File: src/hdl/iofm_params.svh
// Constants of the I/O function mapping block: register offsets, field positions and timing.
`ifndef IOFM_PARAMS_SVH
`define IOFM_PARAMS_SVH
`define IOFM_CLK_HZ 40000000
`define IOFM_DELAY_UNIT_US 1000
`define IOFM_CYC_PER_MS ((`IOFM_CLK_HZ / 1000000) * `IOFM_DELAY_UNIT_US)
`define IOFM_DEF_DELAY_MS 8'h4B
`define IOFM_OFS_CON0 12'h000
`define IOFM_OFS_OUT0 12'h010
`define IOFM_OFS_INP0 12'h020
`define IOFM_OFS_BOOL 12'h030
`define IOFM_OFS_STAT 12'h034
`define IOFM_OFS_LIM 12'h038
`define IOFM_CON_EN 0
`define IOFM_CON_INV 1
`define IOFM_CON_DIR_LO 2
`define IOFM_CON_SRC_LO 4
`define IOFM_CON_DLY_LO 16
`define IOFM_PIN_EN 0
`define IOFM_PIN_INV 1
`define IOFM_PIN_RISE 2
`define IOFM_PIN_FALL 3
`define IOFM_PIN_SEL_LO 4
`define IOFM_DIR_NONE 2'h0
`define IOFM_DIR_CHG 2'h1
`define IOFM_DIR_DIS 2'h2
`define IOFM_SRC_PRE 5'h00
`define IOFM_SRC_MAIN 5'h01
`define IOFM_SRC_STACK 5'h02
`define IOFM_SRC_CHG_EN 5'h03
`define IOFM_SRC_DIS_EN 5'h04
`define IOFM_SRC_SAFE 5'h05
`define IOFM_SRC_TRIG 5'h06
`define IOFM_SRC_CLR 5'h07
`define IOFM_SRC_CONN 5'h08
`define IOFM_SRC_GEN 5'h10
`endif

File: src/hdl/iofm_pkg.sv
// Types of the I/O function mapping block.
package iofm_pkg;
  typedef struct packed {
    logic [7:0] delay_ms;
    logic [4:0] src;
    logic [1:0] dir;
    logic inv;
    logic en;
  } iofm_con_s;
  typedef struct packed {
    logic [4:0] sel;
    logic fall;
    logic rise;
    logic inv;
    logic en;
  } iofm_pin_s;
  typedef enum {IOFM_CLOSED, IOFM_WAIT, IOFM_OPEN} iofm_open_e;
endpackage : iofm_pkg

File: src/hdl/iofm_top.sv
// I/O function mapping: contactor drivers, digital outputs, digital inputs and fault pilot, APB slave.
`timescale 1ns/1ps
`include "iofm_params.svh"

module iofm_top #(
  parameter int NUM_CON = 4,
  parameter int NUM_OUT = 4,
  parameter int NUM_INP = 4,
  parameter int CYC_PER_MS = `IOFM_CYC_PER_MS
) (
  // Clock and reset.
  input wire logic MCLK,
  input wire logic RESET_N,
  // APB slave.
  input wire logic PSEL,
  input wire logic PENABLE,
  input wire logic PWRITE,
  input wire logic [11:0] PADDR,
  input wire logic [31:0] PWDATA,
  output logic [31:0] PRDATA,
  output logic PREADY,
  output logic PSLVERR,
  // Sequencer and safety state.
  input wire logic PRECHARGE_SW,
  input wire logic MAIN_SW,
  input wire logic STACK_SW,
  input wire logic FAULT,
  input wire logic TRIG_TRIPPED,
  input wire logic CPU_ALIVE,
  input wire logic CURRENT_CHARGING,
  // Pins.
  input wire logic [3:0] INPUT_PIN,
  output logic [3:0] COIL,
  output logic [3:0] OUTPUT_SW,
  output logic FAULT_PILOT,
  // Functions fed by the inputs.
  output logic CLEAR_FAULTS,
  output logic CONNECT_REQ
);
  // Elaboration check: the map holds exactly four of each.
  if (NUM_CON != 4 || NUM_OUT != 4 || NUM_INP != 4 || CYC_PER_MS < 1)
    $error("iofm_top: unsupported parameter values");

  iofm_pkg::iofm_con_s con [NUM_CON];
  iofm_pkg::iofm_pin_s outp [NUM_OUT];
  iofm_pkg::iofm_pin_s inp [NUM_INP];
  iofm_pkg::iofm_open_e ost [NUM_CON];
  logic [15:0] gen_bool;
  logic [15:0] chg_limit;
  logic [15:0] dis_limit;
  logic [3:0] pin_s1;
  logic [3:0] pin_s2;
  logic [3:0] pin_d;
  logic [31:0] wait_cnt [NUM_CON];
  logic [31:0] next_rdata;
  logic [31:0] funcs;

  // Function bus: one bit per selectable Boolean.
  function automatic logic pick(input logic [31:0] f, input logic [4:0] s);
    pick = f[s];
  endfunction : pick

  // Reduction of the current limits to enable functions and the function vector.
  wire chg_en = |chg_limit;
  wire dis_en = |dis_limit;
  wire safe = ~FAULT;
  always_comb
  begin
    funcs = 32'h0;
    funcs[`IOFM_SRC_PRE] = PRECHARGE_SW;
    funcs[`IOFM_SRC_MAIN] = MAIN_SW;
    funcs[`IOFM_SRC_STACK] = STACK_SW;
    funcs[`IOFM_SRC_CHG_EN] = chg_en;
    funcs[`IOFM_SRC_DIS_EN] = dis_en;
    funcs[`IOFM_SRC_SAFE] = safe;
    funcs[`IOFM_SRC_TRIG] = TRIG_TRIPPED;
    funcs[`IOFM_SRC_CLR] = CLEAR_FAULTS;
    funcs[`IOFM_SRC_CONN] = CONNECT_REQ;
    funcs[31:16] = gen_bool;
  end

  // Fault pilot trips on a fault or when the processor stops signalling.
  wire pilot = FAULT | ~CPU_ALIVE;

  // APB decode.
  wire wr = PSEL & PENABLE & PWRITE;
  wire [3:0] widx = PADDR[5:2];
  wire mapped = PADDR[1:0] == 2'h0 && PADDR <= `IOFM_OFS_LIM;
  always_comb
  begin
    next_rdata = 32'h0;
    if (PADDR < `IOFM_OFS_OUT0)
      next_rdata = {8'h0, con[widx[1:0]].delay_ms, 7'h0, con[widx[1:0]].src, con[widx[1:0]].dir,
        con[widx[1:0]].inv, con[widx[1:0]].en};
    else if (PADDR < `IOFM_OFS_INP0)
      next_rdata = 32'(outp[widx[1:0]]);
    else if (PADDR < `IOFM_OFS_BOOL)
      next_rdata = 32'(inp[widx[1:0]]);
    else if (PADDR == `IOFM_OFS_BOOL)
      next_rdata = {16'h0, gen_bool};
    else if (PADDR == `IOFM_OFS_STAT)
      next_rdata = {20'h0, FAULT_PILOT, CONNECT_REQ, CLEAR_FAULTS, OUTPUT_SW, COIL, 1'b0} >> 1;
    else if (PADDR == `IOFM_OFS_LIM)
      next_rdata = {dis_limit, chg_limit};
  end

  // APB answer: zero wait states; unmapped addresses give an error.
  always_ff @(posedge MCLK)
  begin
    if (!RESET_N)
    begin
      PREADY <= 1'b0;
      PSLVERR <= 1'b0;
      PRDATA <= 32'h0;
    end
    else
    begin
      PREADY <= PSEL & ~PENABLE;
      PSLVERR <= PSEL & ~PENABLE & ~mapped;
      PRDATA <= (PSEL & ~PENABLE & ~PWRITE & mapped) ? next_rdata : 32'h0;
    end
  end

  // Configuration writes; writes land in the access cycle.
  always_ff @(posedge MCLK)
  begin
    if (!RESET_N)
    begin
      for (int i = 0; i < NUM_CON; i++)
        con[i] <= '{delay_ms: `IOFM_DEF_DELAY_MS, src: 5'h0, dir: 2'h0, inv: 1'b0, en: 1'b0};
      for (int i = 0; i < NUM_OUT; i++)
        outp[i] <= '0;
      for (int i = 0; i < NUM_INP; i++)
        inp[i] <= '0;
      chg_limit <= 16'h0;
      dis_limit <= 16'h0;
    end
    else if (wr && PREADY)
    begin
      if (PADDR < `IOFM_OFS_OUT0)
        con[widx[1:0]] <= '{delay_ms: PWDATA[`IOFM_CON_DLY_LO +: 8], src: PWDATA[`IOFM_CON_SRC_LO +: 5],
          dir: PWDATA[`IOFM_CON_DIR_LO +: 2], inv: PWDATA[`IOFM_CON_INV], en: PWDATA[`IOFM_CON_EN]};
      else if (PADDR < `IOFM_OFS_INP0)
        outp[widx[1:0]] <= iofm_pkg::iofm_pin_s'(PWDATA[8:0]);
      else if (PADDR < `IOFM_OFS_BOOL)
        inp[widx[1:0]] <= iofm_pkg::iofm_pin_s'(PWDATA[8:0]);
      else if (PADDR == `IOFM_OFS_LIM)
      begin
        chg_limit <= PWDATA[15:0];
        dis_limit <= PWDATA[31:16];
      end
    end
  end

  // Input pin synchroniser and previous-value register for edge detection.
  always_ff @(posedge MCLK)
  begin
    if (!RESET_N)
    begin
      pin_s1 <= 4'h0;
      pin_s2 <= 4'h0;
      pin_d <= 4'h0;
    end
    else
    begin
      pin_s1 <= INPUT_PIN;
      pin_s2 <= pin_s1;
      pin_d <= pin_s2;
    end
  end

  // Input write strobes: level mode copies every cycle, edge modes copy on the chosen edges.
  logic [3:0] in_val;
  logic [3:0] in_wr;
  always_comb
  begin
    for (int i = 0; i < NUM_INP; i++)
    begin
      in_val[i] = pin_s2[i] ^ inp[i].inv;
      in_wr[i] = inp[i].en & (
        (~inp[i].rise & ~inp[i].fall) |
        (inp[i].rise & pin_s2[i] & ~pin_d[i]) |
        (inp[i].fall & ~pin_s2[i] & pin_d[i]));
    end
  end

  // Destination registers; a later input index wins a shared destination.
  always_ff @(posedge MCLK)
  begin
    if (!RESET_N)
    begin
      gen_bool <= 16'h0;
      CLEAR_FAULTS <= 1'b0;
      CONNECT_REQ <= 1'b0;
    end
    else
    begin
      if (wr && PREADY && PADDR == `IOFM_OFS_BOOL)
        gen_bool <= PWDATA[15:0];
      for (int i = 0; i < NUM_INP; i++)
        if (in_wr[i])
        begin
          if (inp[i].sel == `IOFM_SRC_CLR)
            CLEAR_FAULTS <= in_val[i];
          else if (inp[i].sel == `IOFM_SRC_CONN)
            CONNECT_REQ <= in_val[i];
          else if (inp[i].sel[4])
            gen_bool[inp[i].sel[3:0]] <= in_val[i];
        end
    end
  end

  // Contactor command, opening order and delay per contactor.
  logic [3:0] con_cmd;
  logic [3:0] con_opposed;
  always_comb
  begin
    for (int i = 0; i < NUM_CON; i++)
    begin
      con_cmd[i] = con[i].en & (pick(funcs, con[i].src) ^ con[i].inv);
      con_opposed[i] = (con[i].dir == `IOFM_DIR_CHG && !CURRENT_CHARGING) ||
        (con[i].dir == `IOFM_DIR_DIS && CURRENT_CHARGING);
    end
  end
  // Every contactor that is not opposed and whose command has dropped must already be open.
  wire aligned_open_all = &(~COIL | con_opposed | con_cmd);

  // Per-contactor state: closed, waiting out its delay, or open.
  always_ff @(posedge MCLK)
  begin
    if (!RESET_N)
    begin
      for (int i = 0; i < NUM_CON; i++)
      begin
        ost[i] <= iofm_pkg::IOFM_OPEN;
        wait_cnt[i] <= 32'h0;
      end
      COIL <= 4'h0;
    end
    else
      for (int i = 0; i < NUM_CON; i++)
        case (ost[i])
          iofm_pkg::IOFM_OPEN:
            if (con_cmd[i] && !pilot)
            begin
              ost[i] <= iofm_pkg::IOFM_CLOSED;
              COIL[i] <= 1'b1;
            end
          iofm_pkg::IOFM_CLOSED:
            if (pilot || !con_cmd[i])
            begin
              if (pilot || !con_opposed[i])
              begin
                ost[i] <= iofm_pkg::IOFM_OPEN;
                COIL[i] <= 1'b0;
              end
              else
              begin
                ost[i] <= iofm_pkg::IOFM_WAIT;
                wait_cnt[i] <= 32'(con[i].delay_ms) * 32'(CYC_PER_MS);
              end
            end
          iofm_pkg::IOFM_WAIT:
            if (pilot || (aligned_open_all && wait_cnt[i] <= 32'h1))
            begin
              ost[i] <= iofm_pkg::IOFM_OPEN;
              COIL[i] <= 1'b0;
            end
            else if (con_cmd[i])
              ost[i] <= iofm_pkg::IOFM_CLOSED;
            else if (wait_cnt[i] > 32'h1)
              wait_cnt[i] <= wait_cnt[i] - 32'h1;
          default:
            ost[i] <= iofm_pkg::IOFM_OPEN;
        endcase
  end

  // Output switches and fault pilot.
  always_ff @(posedge MCLK)
  begin
    if (!RESET_N)
    begin
      OUTPUT_SW <= 4'h0;
      FAULT_PILOT <= 1'b0;
    end
    else
    begin
      for (int i = 0; i < NUM_OUT; i++)
        OUTPUT_SW[i] <= outp[i].en & ~(pick(funcs, outp[i].sel) ^ outp[i].inv);
      FAULT_PILOT <= pilot;
    end
  end
endmodule : iofm_top

File: config.mk
export PLATFORM = sky130hd
export DESIGN_NAME = iofm_top
export DESIGN_NICKNAME = d
export VERILOG_FILES = /design/src/hdl/iofm_pkg.sv /design/src/hdl/iofm_top.sv
export VERILOG_INCLUDE_DIRS = /design/src /design/src/hdl
export SDC_FILE = /design/constraint.sdc
export NUM_CORES = 1
export LEC_CHECK = 0
export BUFFER_PORTS_ARGS = -buffer_cell sky130_fd_sc_hd__buf_2
export CAP_MARGIN = 5
export CORE_AREA = 2 2 271 273
export CTS_BUF_LIST = sky130_fd_sc_hd__clkbuf_8
export DETAILED_ROUTE_END_ITERATION = 7
export DIE_AREA = 0 0 273 275
export GPL_ROUTABILITY_DRIVEN = 0
export GPL_TIMING_DRIVEN = 0
export HOLD_SLACK_MARGIN = 0.03
export PLACE_DENSITY = 0.58
export SYNTH_ARGS = -nofsm -noshare
export SYNTH_HDL_FRONTEND = slang
export SYNTH_SLANG_ARGS = --single-unit
File: constraint.sdc
create_clock -name MCLK -period 4.6 [get_ports MCLK]
set_input_delay 0.23 -clock MCLK [delete_from_list [all_inputs] [get_ports MCLK]]
set_output_delay 0.23 -clock MCLK [all_outputs]
set_load 0.01 [all_outputs]
==> results.yml, run 1 <==
status:
  status: "complete, no violations"
logic_synthesis:
  synth_area_leaders: "edfxtp_1, dfxtp_1, ha_1"
  ys_seq_area_frac: 0.403
  yosys_warnings: 0
  syn_avg_cell_area_sq_um: 10.1
  synth_ff_type: "edfxtp_1"
  synth_largest_area_cell: "edfxtp_1"
  ys_types: 92
  yosys_register_bits: 381
  synth_top_area_frac: 0.322
  postSynth.asyncResetShare: 0
  synth_edf_count: 276
  syn_inst: 2544
  syn-num-nets: 2816
  synth_area_sq_um: 25700
die:
  die_area_sq_um: 75100
  rows: 99
  design.core.area_sq_um: 72300
  initial_utilization: 0.356
  io-pin-count: 105
  die_h_microns: 275
  fp.dieW_microns: 273
final_layout:
  final_core_util: 0.410
  layout_common_cells: "nor2_1, edfxtp_1, inv_1"
  final_common_cell: "nor2_1"
  finalNetCount: 3056
  drive_gt1_frac: 0.141
  fillers: 7070
  layoutNonFillerInstCount: 3799
  syn2layout_area_growth_pct: 15.2
setup_path:
  required_ns: 4.99
  cp_max_fo: 2
  start_kind: "flip-flop"
  crit_type: "reg -> reg"
  end_kind: "flip-flop"
  arrival_ns: 4.83
  reg2reg_depth: 16
  startpoint: "con[3][12]"
  r2r-end: "wait_cnt[3][22]"
  timing.reg2reg.setup_slack_ns: 0.16
  rr_startpoint: "con[3][12]"
placed_design:
  port_buffers: 102
  placedCellCount: 3615
  hpwlAfterDp_mm: 58.2
clocking:
  cts_tree: "yes"
  insertion_delay_ns: 0.69
  clkTransAtPathRegs_ns: 0.07
  ctsRootBufferMaster: "clkbuf_8"
  cts_inserted_buffers: 69
  htree_levels: 3
  clock_tree.buffer_depth: 3
  clock_sinks: 381
global_route:
  first_global_vias: 20700
  grt_util_all_layers: 0.203
  antenna_found_initial: 3
  grt_max_degree: 33
  grt_pass1_wl_mm: 118
  grt_overflow: 0
sta:
  timing_hold_violations_final: 0
  worst_slew_pin_slew_ns: 1.34
  finalMaxSlewViolations: 0
  slew_headroom: 0.0944
  final-setup-viol-count: 0
  period_needed_ns: 4.44
  worst_clock_skew_ns: 0.0492
  rsz0062_at_grt: "yes"
  finalSetupTns_ns: 0
  fin_crit_sh: 0.964
  fmax_mhz: 225
power_and_ir_drop:
  p_per_area_nw_per_um2: 286
  p_leak_nw: 11.5
  vdd_ir_drop_max_v: 0.000255
drt:
  avgRoutedWirePerCell_microns: 20.3
  vias: 20700
  first_iter_violations: 1766
  drc_errors: 0
  viasPerCell: 5.45
  firstDrtPassIters: 6
  ant_nets: 0
  drt_wl_total_mm: 77.2
job:
  maxCapViolations: 0
hold_path:
  whs_endpoint: "COIL[3]"
  worstHoldPathType: "in -> reg"
  worstHoldPathCells: 4
  min_from: "RESET_N"
==> per-stage QoR <==
step	area (sq um)	power, W	setup WS, ns	hold WS [ns]
finish	29700	0.00848	0.165	0.145
global route	29600	0.00882	-0.0515	0.132
CTS	29500	0.00850	0.0411	0.0794
detailed placement	27600	0.00505	-0.506	0.418
global placement	27500	0.00502	-0.960	0.418
floorplan	25700	0.00471	0.351	0.357
==> cell usage after synthesis, types with 53 or more instances <==
library cell and n:
nor2_1 312, edfxtp_1 276, nand2_1 225, inv_1 222, ha_1 164, dfxtp_1 105, xnor2_1 94, mux2i_1 93
clkbuf_1 88, a21oi_1 81, mux4_2 79, o21ai_0 70, nor3_1 64, nand3_1 53, xor2_1 53
==> kinds of logic after synthesis <==
logic type,count (synthesis),share of synthesized area
buf+inv,334,0.0505
flops,381,0.403
simple gates,930,0.176
fa+ha+maj,212,0.117
compound gates,357,0.0925
xor+xnor,147,0.0500
mux,183,0.110
==> where the power goes <==
| group | total, W | internal (W) | switching [W] |
|---|---|---|---|
| clock network | 0.00343 | 0.00186 | 0.00157 |
| logic | 0.00120 | 0.000509 | 0.000690 |
| registers | 0.00385 | 0.00376 | 0.0000944 |
| total | 0.00848 | 0.00613 | 0.00235 |
==> final cells by class <==
| type | instances | area (sq um) | share of cell area |
|---|---|---|---|
| inverter | 223 | 837 | 0.0282 |
| clock inverter | 43 | 322 | 0.0108 |
| timing repair buffer | 168 | 1130 | 0.0382 |
| antenna | 2 | 5.00 | 0.000169 |
| multi-input combinational | 1830 | 14200 | 0.478 |
| sequential | 381 | 10400 | 0.350 |
| buffer | 111 | 465 | 0.0157 |
| clock buffer | 82 | 1130 | 0.0381 |
| tap | 959 | 1200 | 0.0405 |
==> registers in the layout (all words and copies together), names as in the netlist <==
register / flops
wait_cnt: 128
con: 68
inp: 36
outp: 36
PRDATA: 32
chg_limit: 16
dis_limit: 16
gen_bool: 16
ost: 8
COIL: 4
OUTPUT_SW: 4
pin_d: 4
pin_s1: 4
pin_s2: 4
CLEAR_FAULTS: 1
CONNECT_REQ: 1
FAULT_PILOT: 1
PREADY: 1
PSLVERR: 1
==> worst max path at each step <==
stage	endpoint
2_1_floorplan	wait_cnt[3][22]
3_3_place_gp	wait_cnt[2][24]
5_1_grt	wait_cnt[3][22]
6_report	wait_cnt[3][22]
4_1_cts	wait_cnt[3][22]
3_5_place_dp	wait_cnt[2][27]
==> timing repair <==
action | CTS | global route
endpoints found under the setup margin | 39 | 43
gates cloned | 0 | 1
pin swaps | 1 | 7
buffers inserted | 9 | 5
resized for setup | 3 | 18
endpoints found under the hold margin | 66 | 0
hold buffers | 42 | 0
==> layer usage <==
metal	routed length, microns	vias up	part of all wire	track usage
met2	36400	877	0.47	0.344
met3	6300	195	0.082	0.0436
met4	3010	6	0.039	0.0802
met5	41	-	0.00053	0
li1	-	9625	-	-
met1	31400	10000	0.41	0.253
==> worst max-delay path: stages (launching register included) <==
cell and delay (ns):
edfxtp_1 0.52, ha_1 0.33, ha_1 0.28, inv_1 0.05
fa_1 0.50, fa_1 0.55, inv_1 0.07, fa_1 0.45
a21o_1 0.18, a21oi_2 0.17, o21bai_1 0.09, a21oi_2 0.17
o21ai_1 0.13, a21o_1 0.19, a21oi_1 0.19, xor2_1 0.20
o22ai_2 0.09
No activity file was read; power rests on OpenSTA's default activity.
==> run 2, diff against run 1 <==
==> config.mk (replaced) <==
export PLATFORM = sky130hd
export DESIGN_NAME = iofm_top
export DESIGN_NICKNAME = d
export VERILOG_FILES = /design/src/hdl/iofm_pkg.sv /design/src/hdl/iofm_top.sv
export VERILOG_INCLUDE_DIRS = /design/src /design/src/hdl
export SDC_FILE = /design/constraint.sdc
export NUM_CORES = 1
export LEC_CHECK = 0
export CAP_MARGIN = 5
export CORE_AREA = 2 2 206 359
export CTS_BUF_LIST = sky130_fd_sc_hd__clkbuf_8
export DETAILED_ROUTE_END_ITERATION = 7
export DIE_AREA = 0 0 208 361
export DONT_BUFFER_PORTS = 1
export GPL_ROUTABILITY_DRIVEN = 0
export GPL_TIMING_DRIVEN = 0
export HOLD_SLACK_MARGIN = 0.03
export PLACE_DENSITY = 0.57
export SLEW_MARGIN = 10
export SYNTH_ARGS = -nofsm -noshare
export SYNTH_HDL_FRONTEND = slang
export SYNTH_SLANG_ARGS = --single-unit
==> results.yml, run 2 (synthesized netlist as in run 1, its figures left out) <==
status:
  status: "complete, no violations"
die:
  io-pin-count: 105
  initial_utilization: 0.358
  rows: 130
  die_area_sq_um: 75100
  die_h_microns: 361
  design.core.area_sq_um: 71900
  fp.dieW_microns: 208
drt:
  vias: 20600
  drt_wl_total_mm: 84.3
  drc_errors: 0
  viasPerCell: 5.61
  first_iter_violations: 1441
  firstDrtPassIters: 6
  avgRoutedWirePerCell_microns: 23.0
  ant_nets: 0
sta:
  setup_ws_ns: 0.149
  rsz0062_at_grt: "yes"
  timing_hold_violations_final: 0
  worst_slew_pin_slew_ns: 1.45
  fmax_mhz: 225
  slew_headroom: 0.0347
  worst_clock_skew_ns: 0.0867
  fin_crit_sh: 0.968
  finalMaxSlewViolations: 0
  period_needed_ns: 4.45
  final-setup-viol-count: 0
  finalSetupTns_ns: 0
setup_path:
  end_kind: "flip-flop"
  crit_type: "reg -> reg"
  required_ns: 5.00
  arrival_ns: 4.86
  reg2reg_depth: 16
  cp_max_fo: 3
  start_kind: "flip-flop"
final_layout:
  reg.largest.list: "wait_cnt (128), con (68)"
  drive_gt1_frac: 0.111
  fin_area_sq_um: 29200
  syn2layout_area_growth_pct: 13.4
  finalNetCount: 2955
  final_common_cell: "nor2_1"
  layout_common_cells: "nor2_1, edfxtp_1, inv_1"
  largest_reg_flops: 128
  final_core_util: 0.406
  regMostFlops: "wait_cnt"
clocking:
  cts_tree: "yes"
  clock_sinks: 381
  htree_levels: 2
  insertion_delay_ns: 0.74
  clkTransAtPathRegs_ns: 0.07
  cts_inserted_buffers: 57
  clock_tree.buffer_depth: 3
  ctsRootBufferMaster: "clkbuf_8"
global_route:
  grt_pass1_wl_mm: 126
  antenna_found_initial: 3
  grt_max_degree: 33
  first_global_vias: 21400
  grt_overflow: 0
  grt_util_all_layers: 0.220
placed_design:
  place_ws_ns: -0.460
  port_buffers: 0
  hpwlAfterDp_mm: 63.9
  placed_cell_area_sq_um: 27100
power_and_ir_drop:
  p_per_area_nw_per_um2: 289
  vdd_ir_drop_max_v: 0.000269
  p_leak_nw: 11.0
job:
  maxCapViolations: 0
hold_path:
  worstHoldPathType: "in -> reg"
  worstHoldPathCells: 4
==> run 2: worst max-delay path, stage by stage (launching register included) <==
cell and delay (ns):
edfxtp_1 0.54, ha_1 0.35, ha_1 0.27, inv_1 0.05, fa_1 0.47, fa_1 0.54, inv_1 0.07, ha_1 0.30
a21o_1 0.20, a21oi_2 0.17, o21bai_1 0.10, a21oi_2 0.18, o21ai_1 0.12, a21oi_1 0.16, nor2b_1 0.09, o31ai_2 0.37
o22ai_2 0.13
==> run 2: final timing paths <==
| kind | from | endpoint | slack (ns) |
|---|---|---|---|
| hold reg to reg | pin_s1[2] | pin_s2[2] | 0.39 |
| hold / removal | RESET_N | COIL[1] | 0.1 |
| setup reg to reg | con[3][12] | wait_cnt[3][21] | 0.15 |
| setup / recovery | con[3][12] | wait_cnt[3][21] | 0.15 |
==> run 2: through the flow <==
step / hold slack (ns) / instances / total power, W
global placement: 0.359 / 3468 / 0.00499
finish: 0.0955 / 3661 / 0.00845
CTS: 0.0311 / 3645 / 0.00848
global route: 0.0672 / 3659 / 0.00877
detailed placement: 0.360 / 3480 / 0.00502
floorplan: 0.357 / 2544 / 0.00471
==> run 2: final cells by class <==
cell class	count	area, sq um
fillers	7047	42700
multi-input cells	1830	14200
flip-flops and latches	381	10400
well taps	924	1160
clock buffers	66	908
inverters	223	837
repair buffers	79	754
clock inverters	42	469
plain buffers	111	465
diodes	5	12.5
==> run 2: metal layers <==
metal | routed length (microns) | track usage
met1 | 26900 | 0.208
met2 | 43400 | 0.403
met3 | 5530 | 0.0427
met4 | 8370 | 0.191
met5 | 0 | 0
==> run 2: what timing repair did <==
action / CTS / global route
buffers inserted: 8 / 10
hold endpoints to repair: 205 / 0
hold buffers: 49 / 0
endpoints found under the setup margin: 40 / 78
gates resized for setup: 6 / 26
pin swaps: 5 / 14
gates cloned: 0 / 1
==> run 2: where the power goes <==
part,internal [W],total (W),leakage [nW],switching (W)
combinational,0.000507,0.00120,6.56,0.000695
clock,0.00186,0.00339,0.734,0.00154
sequential,0.00375,0.00386,3.71,0.000103
